### src/asc_regs.svh
`ifndef ASC_REGS_SVH
`define ASC_REGS_SVH
// Behaviour
// memory holds 2,097,152 bytes, eight bits each
// write when select and write enable low
// read: select low, output enable low
// device floats data lines outside reads; the memory model drives the inverse of the last byte instead
// select high means standby, no access
// write spans overlap of select and enable
// host holds data stable across ending edge
// joint rise of select, enable: no drive
// host waits 1 ms after power-up
// address valid by select fall; enable high
// selected idle: no access, lines floating
// host drives all 21 address bits
// ==========================================================
// bus geometry
`define ASC_ADDR_W 21
`define ASC_DATA_W 8
// ==========================================================
// timing, clock 50 MHz
`define ASC_CLK_MHZ 50
`define ASC_SETTLE_US 1000
`define ASC_SETTLE_CYC (`ASC_SETTLE_US * `ASC_CLK_MHZ)
// timer count for write enable low; the pulse lasts one cycle more, 3 cycles (7 ns min -> 1 cycle)
`define ASC_WR_PULSE_CYC 2
// timer count for reads; sample comes 3 cycles after select and output enable low (10 ns max access)
`define ASC_RD_WAIT_CYC 2
`define ASC_CNT_W 16
`endif

### src/asc_pkg.sv
package asc_pkg;
    typedef struct packed {
        logic we;
        logic [20:0] addr;
        logic [7:0] wdata;
    } asc_req_s;
    typedef struct packed {
        logic ce_n;
        logic oe_n;
        logic we_n;
        logic [20:0] addr;
    } asc_pins_s;
    typedef enum logic [5:0] {
        ASC_SETTLE = 6'h01,
        ASC_IDLE = 6'h02,
        ASC_WR_SETUP = 6'h04,
        ASC_WR_PULSE = 6'h08,
        ASC_WR_END = 6'h10,
        ASC_RD = 6'h20
    } asc_state_e;
endpackage

### src/asc_delay.sv
`timescale 1ns/100ps
`include "asc_regs.svh"
// ==========================================================
// down counter: loads a count, raises done when it reaches zero
module asc_delay (
    input wire logic clock,
    input wire logic rstn,
    input wire logic ce,
    input wire logic load,
    input wire logic [`ASC_CNT_W-1:0] count,
    output logic done
);
    logic [`ASC_CNT_W-1:0] cnt_r;
    logic [`ASC_CNT_W-1:0] cnt_nxt;

    // next count
    always_comb
    begin
        cnt_nxt = cnt_r;
        if (load)
            cnt_nxt = count;
        else if (cnt_r != '0)
            cnt_nxt = cnt_r - 16'h0001;
    end

    // register only
    always_ff @(posedge clock)
    begin
        if (!rstn)
            cnt_r <= '0;
        else if (ce)
            cnt_r <= cnt_nxt;
    end

    assign done = (cnt_r == '0) && !load;
endmodule

### src/asc_host.sv
`timescale 1ns/100ps
`include "asc_regs.svh"
// ==========================================================
// host controller for the asynchronous 2M x 8 static memory
module asc_host (
    input wire logic clock,
    input wire logic rstn,
    input wire logic ce,
    input wire logic req_valid,
    output logic req_ready,
    input wire asc_pkg::asc_req_s req,
    output logic rsp_valid,
    output logic [7:0] rsp_data,
    output logic ready_after_power,
    output asc_pkg::asc_pins_s pins,
    output logic [7:0] data_lines_o,
    output logic data_lines_oe_n,
    input wire logic [7:0] data_lines_i
);
    asc_pkg::asc_state_e st_r, st_nxt;
    asc_pkg::asc_pins_s pins_r, pins_nxt;
    logic [7:0] dout_r, dout_nxt;
    logic doe_n_r, doe_n_nxt;
    logic [7:0] rdat_r, rdat_nxt;
    logic rv_r, rv_nxt;
    logic load;
    logic [`ASC_CNT_W-1:0] count;
    logic done;
    logic armed_r;

    // one timer serves power settle, write pulse and read access
    asc_delay u_delay (
        .clock(clock),
        .rstn(rstn),
        .ce(ce),
        .load(load),
        .count(count),
        .done(done)
    );

    // ==========================================================
    // sequencer
    always_comb
    begin
        st_nxt = st_r;
        pins_nxt = pins_r;
        dout_nxt = dout_r;
        doe_n_nxt = doe_n_r;
        rdat_nxt = rdat_r;
        rv_nxt = 1'b0;
        load = 1'b0;
        count = '0;
        unique case (st_r)
            asc_pkg::ASC_SETTLE:
            begin
                // no access until the supply has settled
                if (!armed_r)
                begin
                    // timer is still zero from reset, so load the settle count first
                    load = 1'b1;
                    count = `ASC_CNT_W'(`ASC_SETTLE_CYC);
                end
                else if (done)
                    st_nxt = asc_pkg::ASC_IDLE;
            end
            asc_pkg::ASC_IDLE:
            begin
                // deselected between accesses: standby, all strobes high
                pins_nxt.ce_n = 1'b1;
                pins_nxt.we_n = 1'b1;
                pins_nxt.oe_n = 1'b1;
                doe_n_nxt = 1'b1;
                if (req_valid)
                begin
                    pins_nxt.addr = req.addr; // full 21-bit address
                    if (req.we)
                    begin
                        // address and data out before the strobes fall
                        dout_nxt = req.wdata;
                        doe_n_nxt = 1'b0;
                        st_nxt = asc_pkg::ASC_WR_SETUP;
                    end
                    else
                    begin
                        // address goes out on the same edge that select falls
                        pins_nxt.ce_n = 1'b0;
                        pins_nxt.oe_n = 1'b0; // we stays high
                        load = 1'b1;
                        count = `ASC_CNT_W'(`ASC_RD_WAIT_CYC);
                        st_nxt = asc_pkg::ASC_RD;
                    end
                end
            end
            asc_pkg::ASC_WR_SETUP:
            begin
                // both low starts the write; oe left high
                pins_nxt.ce_n = 1'b0;
                pins_nxt.we_n = 1'b0;
                load = 1'b1;
                count = `ASC_CNT_W'(`ASC_WR_PULSE_CYC);
                st_nxt = asc_pkg::ASC_WR_PULSE;
            end
            asc_pkg::ASC_WR_PULSE:
            begin
                if (done)
                begin
                    // write enable ends the write, select stays low a cycle
                    // so the two never rise together
                    pins_nxt.we_n = 1'b1;
                    st_nxt = asc_pkg::ASC_WR_END;
                end
            end
            asc_pkg::ASC_WR_END:
            begin
                // data still driven past the ending edge for hold
                pins_nxt.ce_n = 1'b1;
                doe_n_nxt = 1'b1;
                st_nxt = asc_pkg::ASC_IDLE;
            end
            asc_pkg::ASC_RD:
            begin
                if (done)
                begin
                    rdat_nxt = data_lines_i;
                    rv_nxt = 1'b1;
                    pins_nxt.ce_n = 1'b1;
                    pins_nxt.oe_n = 1'b1;
                    st_nxt = asc_pkg::ASC_IDLE;
                end
            end
            default:
                st_nxt = asc_pkg::ASC_SETTLE;
        endcase
    end

    // register only; settle timer loads on the first enabled cycle after reset release
    always_ff @(posedge clock)
    begin
        if (!rstn)
        begin
            st_r <= asc_pkg::ASC_SETTLE;
            pins_r <= '{ce_n: 1'b1, oe_n: 1'b1, we_n: 1'b1, addr: '0};
            dout_r <= 8'h00;
            doe_n_r <= 1'b1;
            rdat_r <= 8'h00;
            rv_r <= 1'b0;
        end
        else if (ce)
        begin
            st_r <= st_nxt;
            pins_r <= pins_nxt;
            dout_r <= dout_nxt;
            doe_n_r <= doe_n_nxt;
            rdat_r <= rdat_nxt;
            rv_r <= rv_nxt;
        end
    end

    // settle count loaded on first enabled cycle after reset
    always_ff @(posedge clock)
    begin
        if (!rstn)
            armed_r <= 1'b0;
        else if (ce)
            armed_r <= 1'b1;
    end

    assign req_ready = (st_r == asc_pkg::ASC_IDLE) && ce;
    assign ready_after_power = (st_r != asc_pkg::ASC_SETTLE);
    assign pins = pins_r;
    assign data_lines_o = dout_r;
    assign data_lines_oe_n = doe_n_r;
    assign rsp_valid = rv_r;
    assign rsp_data = rdat_r;
endmodule

### config.mk
export PLATFORM = sky130hd
export DESIGN_NAME = asc_host
export DESIGN_NICKNAME = d
export VERILOG_FILES = /design/src/asc_pkg.sv /design/src/asc_delay.sv /design/src/asc_host.sv
export VERILOG_INCLUDE_DIRS = /design/src /design/src/src
export SDC_FILE = /design/constraint.sdc
export NUM_CORES = 1
export LEC_CHECK = 0
export BUFFER_PORTS_ARGS = -buffer_cell sky130_fd_sc_hd__buf_4
export CAP_MARGIN = 0
export CORE_MARGIN = 4
export CORE_UTILIZATION = 51
export CTS_CLUSTER_SIZE = 10
export DETAILED_ROUTE_END_ITERATION = 8
export PLACE_DENSITY_LB_ADDON = 0.05
export SLEW_MARGIN = 0
export SYNTH_ARGS = -nofsm -noshare
export SYNTH_HDL_FRONTEND = slang
export SYNTH_SLANG_ARGS = --single-unit
### constraint.sdc
create_clock -name clock -period 3.21 [get_ports clock]
set_clock_uncertainty 0.1 [all_clocks]
set_input_delay 0.1605 -clock clock [delete_from_list [all_inputs] [get_ports clock]]
set_output_delay 0.1605 -clock clock [all_outputs]
set_load 0.02 [all_outputs]
**Word level (Yosys, flattened, before mapping)**

Index checks and enable logic that the tools add are counted.

- Register bits: 65
- Bits in latches: 0
- RAM bits: 0
- Bits in read-only memories: 0
- Bits of input ports: 42
- Output and inout port bits: 44
- Logic and storage cells: 69
- Memories kept: 0

- Add/subtract/negate cells: 1
- Multipliers: 0
- Divide/modulo/power cells: 0
- Order comparisons: 0
- Eq/ne operators: 11
- Shifts and indexed selects: 0
- Multiplexer cells: 27
- Bitwise logic cells: 0
- Reductions and logical operators: 19

Operators by type and width:

| kind | count |
|---|---|
| $mux 16 | 3 |
| $pmux 16 s3 | 1 |
| $pmux 6 s6 | 1 |
| $mux 6 | 5 |
| $logic_not 16->1 | 1 |
| $reduce_bool 16->1 | 1 |
| $sub 16x1->16 const B | 1 |
| $reduce_and 3->1 | 5 |
| $mux 2 | 5 |
| $ne 2x2->1 const B | 4 |
| $reduce_and 4->1 | 2 |
| $mux 1 | 7 |
| $eq 6x1->1 const B | 1 |
| $eq 6x2->1 const B | 1 |
| $eq 6x3->1 const B | 1 |
| $eq 6x4->1 const B | 1 |
| $eq 6x5->1 const B | 1 |
| $eq 6x6->1 const B | 1 |
| $ne 6x1->1 const B | 1 |
| $pmux 1 s3 | 2 |
| $reduce_bool 2->1 | 3 |
| $pmux 1 s2 | 2 |
| $pmux 1 s4 | 1 |
| $reduce_and 2->1 | 2 |
| other kinds (4) | 5 |

**Depth between registers and ports, before layout**

- Depth after elaboration: 8
- Depth in mapped cells: 9
- Depth with buffers taken out: 7

**Hierarchy**

A second synthesis with hierarchy kept.

- Cell total of the unflattened synthesis: 360
- Area, all modules: 3076.7 um^2

Modules (own cells, without submodules):

| module | times used | cells an instance | area an instance (um^2) |
|---|---|---|---|
| asc_host | 1 | 214 | 2023.2 |
| asc_delay | 1 | 146 | 1053.5 |

**Worst setup path after synthesis**

Ideal clock, no wire load.

- Path kind: register to register
- Start point: register st_r[3]
- End point: register pins_r (netlist bit pins[10])
- Data arrival time: 2.477 ns
- Required time: 2.978 ns
- Setup slack: 0.501 ns
- Stages on the path, launching flop included: 9
- Buffers on the path: 3
- Path through: dfxtp_1 > clkbuf_1 > or4b_2 > clkbuf_1 > nor3_1 > nand2_1 > clkbuf_1 > nand2_1 > a21oi_1

- Longest elaborated chain between the ends: 2

Ends and longest elaborated chain:

| what | line | source |
|---|---|---|
| from (decl) | asc_host.sv:20 | `asc_pkg::asc_state_e st_r, st_nxt;` |
| from (signal assigned) | asc_host.sv:141 | `st_r <= asc_pkg::ASC_SETTLE;` |
| from (signal assigned) | asc_host.sv:150 | `st_r <= st_nxt;` |
| $eq 6x2->1 | asc_host.sv:53 | `unique case (st_r)` |
| $reduce_and 3->1 (no source line) | - |  |
| to (signal assigned) | asc_host.sv:142 | `pins_r <= '{ce_n: 1'b1, oe_n: 1'b1, we_n: 1'b1, addr: '0};` |
| to (signal assigned) | asc_host.sv:151 | `pins_r <= pins_nxt;` |
| to (decl) | asc_host.sv:21 | `asc_pkg::asc_pins_s pins_r, pins_nxt;` |

Every way passes these cells.
A chain may end at the register's enable or synchronous reset.

**Final worst setup path**

- Start point: register u_delay.cnt_r[2]
- End point: register u_delay.cnt_r[13]

- Longest elaborated chain between the ends: 3
- Elaborated cells on any way between the ends: 6
- Classes of those cells: 1 x add/sub; 2 x mux; 3 x reduce/logical

Ends and longest elaborated chain:

| what | line | source |
|---|---|---|
| from (decl) | asc_delay.sv:13 | `` logic [`ASC_CNT_W-1:0] cnt_r; `` |
| from (signal assigned) | asc_delay.sv:32 | `cnt_r <= cnt_nxt;` |
| $sub 16x1->16 or $reduce_bool 16->1 (tied branches) | asc_delay.sv:23, asc_delay.sv:22 |  |
| $mux 16 or $reduce_bool 2->1 (tied branches) | - |  |
| $mux 16 or $reduce_and 2->1 (tied branches) | - |  |

Parallel ways exist; a longest one is shown, timed or not. The select of a mux whose other input is x is not followed.

==> flow_results.xml <==
<?xml version="1.0" encoding="UTF-8"?>
<metrics>
  <group name="grt">
    <metric name="grt_pass1_wl" unit="um">13900</metric>
    <metric name="global_route.usage.met2" unit="%">42.1</metric>
    <metric name="grt_most_used_layer" unit="">met2</metric>
    <metric name="gr-usage-all-layers" unit="%">23.9</metric>
    <metric name="gr-total-overflow" unit="">0</metric>
    <metric name="maximum_number_of_pins_on_one_net_before_global_route_repair" unit="">52</metric>
    <metric name="number_of_global_route_vias_before_repair" unit="">2937</metric>
    <metric name="grt_antenna_before_repair" unit="">0</metric>
    <metric name="use_met3" unit="%">4.34</metric>
    <metric name="grt_use_met1" unit="%">28.9</metric>
  </group>
  <group name="synthesis">
    <metric name="synthCells" unit="">358</metric>
    <metric name="number_of_enable_flip_flop_cells_after_synthesis" unit="">0</metric>
    <metric name="syn_nets" unit="">402</metric>
    <metric name="yosysUniqueCellTypes" unit="">55</metric>
    <metric name="synthesis.area" unit="mm2">0.00293</metric>
    <metric name="share_of_the_yosys_chip_area_belonging_to_registers" unit="%">44.4</metric>
    <metric name="synth_top_area_share" unit="%">44.4</metric>
    <metric name="post_synthesis_average_cell_area" unit="um2">8.19</metric>
    <metric name="yosys_most_used_dff" unit="">dfxtp_1</metric>
    <metric name="synth_top_cell_by_area" unit="">dfxtp_1</metric>
    <metric name="asyncSetResetFlopFracSynth" unit="%">0</metric>
    <metric name="synth_area_leaders" unit="">dfxtp_1, nand2_1, a21oi_1</metric>
    <metric name="synth_seq_cells" unit="">65</metric>
    <metric name="synth.yosys.warnings" unit="">0</metric>
  </group>
  <group name="pwr">
    <metric name="vdd.ir_drop.worst" unit="mV">0.336</metric>
    <metric name="power.density" unit="mW/mm2">444</metric>
    <metric name="power.leakage" unit="nW">1.66</metric>
  </group>
  <group name="worst_setup_path">
    <metric name="cp_data_required_time" unit="ns">3.38</metric>
    <metric name="cp.buffers_inverters" unit="">0</metric>
    <metric name="timing.critical_path.slowest_stage_cell" unit="">or4_4</metric>
    <metric name="setup.worst_path.start_class" unit="">register</metric>
    <metric name="slowest_delay" unit="ns">0.59</metric>
    <metric name="register_to_register_setup_slack" unit="ns">0.56</metric>
    <metric name="worstRegToRegCells" unit="">5</metric>
    <metric name="cp_data_arrival_time" unit="ns">2.82</metric>
    <metric name="worstSetupPathType" unit="">reg -&gt; reg</metric>
    <metric name="worst_r2r_startpoint" unit="">u_delay.cnt_r[2]</metric>
    <metric name="timing.critical_path.max_delay_family" unit="">simple AND/OR/NAND/NOR gates</metric>
    <metric name="endpoint" unit="">u_delay.cnt_r[13]</metric>
    <metric name="critical_path.endpoint_type" unit="">register</metric>
    <metric name="timing.critical_path.fanout_max" unit="">7</metric>
    <metric name="crit-reg2reg-capture" unit="">u_delay.cnt_r[13]</metric>
    <metric name="setup.worst_path.start" unit="">u_delay.cnt_r[2]</metric>
    <metric name="critical_path_cell_sequence" unit="">or4_4 -&gt; or4_1 -&gt; or4_1 -&gt; or4_1 -&gt; a21oi_1</metric>
    <metric name="crit_cells" unit="">5</metric>
    <metric name="worst_path_most_repeated_cell" unit="">or4_1</metric>
  </group>
  <group name="routing">
    <metric name="drcViolationCount" unit="">0</metric>
    <metric name="initialDrtViolationCount" unit="">136</metric>
    <metric name="detail_route.wirelength" unit="um">8400</metric>
    <metric name="vias_post_dr" unit="">3077</metric>
    <metric name="wl_per_cell" unit="um">15.3</metric>
    <metric name="antenna_left" unit="">0</metric>
    <metric name="route.detailed.vias_per_inst" unit="">5.58</metric>
    <metric name="drt-pass1-iter-count" unit="">5</metric>
  </group>
  <group name="sta">
    <metric name="layout_setup_ws" unit="ns">0.560</metric>
    <metric name="worst-slew-pin-transition" unit="ns">0.840</metric>
    <metric name="final.setup.tns" unit="ns">0</metric>
    <metric name="achievable-frequency" unit="MHz">377</metric>
    <metric name="relSlewSlack" unit="%">43.9</metric>
    <metric name="report.final.setup_viol" unit="">0</metric>
    <metric name="grt_setup_unrepaired" unit="">false</metric>
    <metric name="final_min_period_over_clock_period" unit="%">82.6</metric>
    <metric name="final-max-slew-violation-count" unit="">0</metric>
    <metric name="final.hold.worst_slack" unit="ns">0.0600</metric>
    <metric name="finalWorstPathRequiredPeriod" unit="ns">2.65</metric>
    <metric name="finalHoldViolCount" unit="">0</metric>
  </group>
  <group name="clock_tree">
    <metric name="cts_hold_buffers" unit="">38</metric>
    <metric name="numClockSinks" unit="">65</metric>
    <metric name="clock-root-buffer" unit="">clkbuf_8</metric>
    <metric name="tritoncts.num_buffers" unit="">9</metric>
    <metric name="clock_tree_from_tritoncts" unit="">built</metric>
    <metric name="postCtsSetupRepairBufs" unit="">0</metric>
    <metric name="htree_levels" unit="">3</metric>
    <metric name="worst_setup_hold_path_clk_slew" unit="ns">0.07</metric>
    <metric name="cts_max_path_buffers" unit="">2</metric>
    <metric name="worst_skew_pair.late_latency" unit="ns">0.34</metric>
    <metric name="post_cts_repair_resize_count" unit="">0</metric>
  </group>
  <group name="final_layout">
    <metric name="layout_common_cells" unit="">buf_4, nand2_1, dfxtp_1</metric>
    <metric name="antennaDiodeCount" unit="">0</metric>
    <metric name="design.final.nets" unit="">519</metric>
    <metric name="syn2layout_area_growth" unit="%">42.8</metric>
    <metric name="drive_gt1_share" unit="%">25.1</metric>
    <metric name="final_common_cell" unit="">buf_4</metric>
  </group>
  <group name="floorplan">
    <metric name="placement_rows" unit="">27</metric>
    <metric name="initial_utilization" unit="%">52.9</metric>
    <metric name="floorplan.die_area" unit="mm2">0.00703</metric>
    <metric name="coreArea" unit="mm2">0.00554</metric>
    <metric name="boundaryPins" unit="">86</metric>
    <metric name="die_y" unit="um">83.8</metric>
    <metric name="fp.dieW" unit="um">83.8</metric>
  </group>
  <group name="place">
    <metric name="detailedPlace.worstSlack" unit="ns">0.554</metric>
    <metric name="io_buffers" unit="">85</metric>
    <metric name="gp_routability_congestion" unit="">0.913</metric>
    <metric name="dpl.hpwl" unit="um">5270</metric>
  </group>
  <group name="status">
    <metric name="outcome" unit="">completed</metric>
  </group>
  <group name="flow_run">
    <metric name="drv_cap" unit="">0</metric>
  </group>
  <group name="hold_path">
    <metric name="timing.hold.worst.class" unit="">in -&gt; reg</metric>
  </group>
</metrics>
==> final cells by class <==
| cell class | count | area [um2] |
|---|---|---|
| clock buffers | 9 | 124 |
| clock inverters | 6 | 58.8 |
| fillers | 416 | 1350 |
| inverters | 8 | 30.0 |
| multi-input cells | 260 | 1510 |
| flip-flops and latches | 65 | 1300 |
| well taps | 72 | 90.1 |
| repair buffers | 131 | 1080 |
==> registers in the layout, summed over array words and instances (netlist names) <==
name and count:
data_lines_o 8, armed_r 1, pins 24, rsp_data 8
rsp_valid 1, u_delay.cnt_r 16, data_lines_oe_n 1, st_r 6
==> synth_stat cells, types with 3 or more instances <==
library cell,n
nor2_1,21
dfxtp_1,65
mux2i_1,10
clkbuf_1,20
o31ai_1,6
nor4_1,7
nor3_1,8
a31oi_1,3
nand3_1,15
o22ai_1,3
o211ai_1,6
inv_1,6
o21ai_0,10
a21oi_1,45
a211oi_1,3
or3_1,8
or4_1,11
nand2_1,65
or4b_2,3
==> worst min-delay path by stage <==
stage / cells past startpoint / endpoint / startpoint / slack [ns]
after floorplan: 2 / pins[8] / req[16] / 0.20
after global placement: 3 / rsp_data[5] / data_lines_i[5] / 0.29
after detailed placement: 3 / rsp_data[2] / data_lines_i[2] / 0.31
after CTS: 3 / armed_r / ce / 0.05
after global routing: 3 / st_r[2] / req[29] / 0.08
final: 3 / armed_r / ce / 0.06
==> worst reg2reg max path, cell delays in order, from the launching register on <==
cell and delay [ns]:
dfxtp_1 0.36, or4_4 0.59, or4_1 0.54, or4_1 0.45, or4_1 0.41, a21oi_1 0.14
==> per-layer routing <==
layer	up-vias	share of wire [%]
met3	15	5.5
met4	0	1.5
met1	1421	41
met5	-	0
met2	117	52
li1	1524	-
==> cells by family after synthesis <==
logic type | count (synthesis) | share of synthesized area (%)
AOI/OAI and AO/OA | 92 | 19.6
xor gates and xnor gates | 2 | 0.597
adders and majority gates | 2 | 0.853
buffers and inverters | 33 | 4.69
DFF | 65 | 44.4
muxes | 10 | 3.41
and+or+nand+nor | 154 | 26.5
==> per-stage QoR <==
stage	util (%)	instance area [um2]	power, W	cells
detailed placement	65.4	3620	0.00116	498
finish	75.6	4190	0.00186	551
global route	75.6	4190	0.00194	551
floorplan	-	2930	0.00107	358
CTS	75.6	4190	0.00186	551
global placement	65.4	3620	0.00116	498
==> power by group <==
group | switching, W | internal, W | leakage (nW)
Sequential | 0.0000298 | 0.000833 | 0.527
Combinational | 0.000169 | 0.000160 | 1.03
Clock | 0.000317 | 0.000351 | 0.0990
Total | 0.000515 | 0.00134 | 1.66
Power figures use the tool's default switching activity.
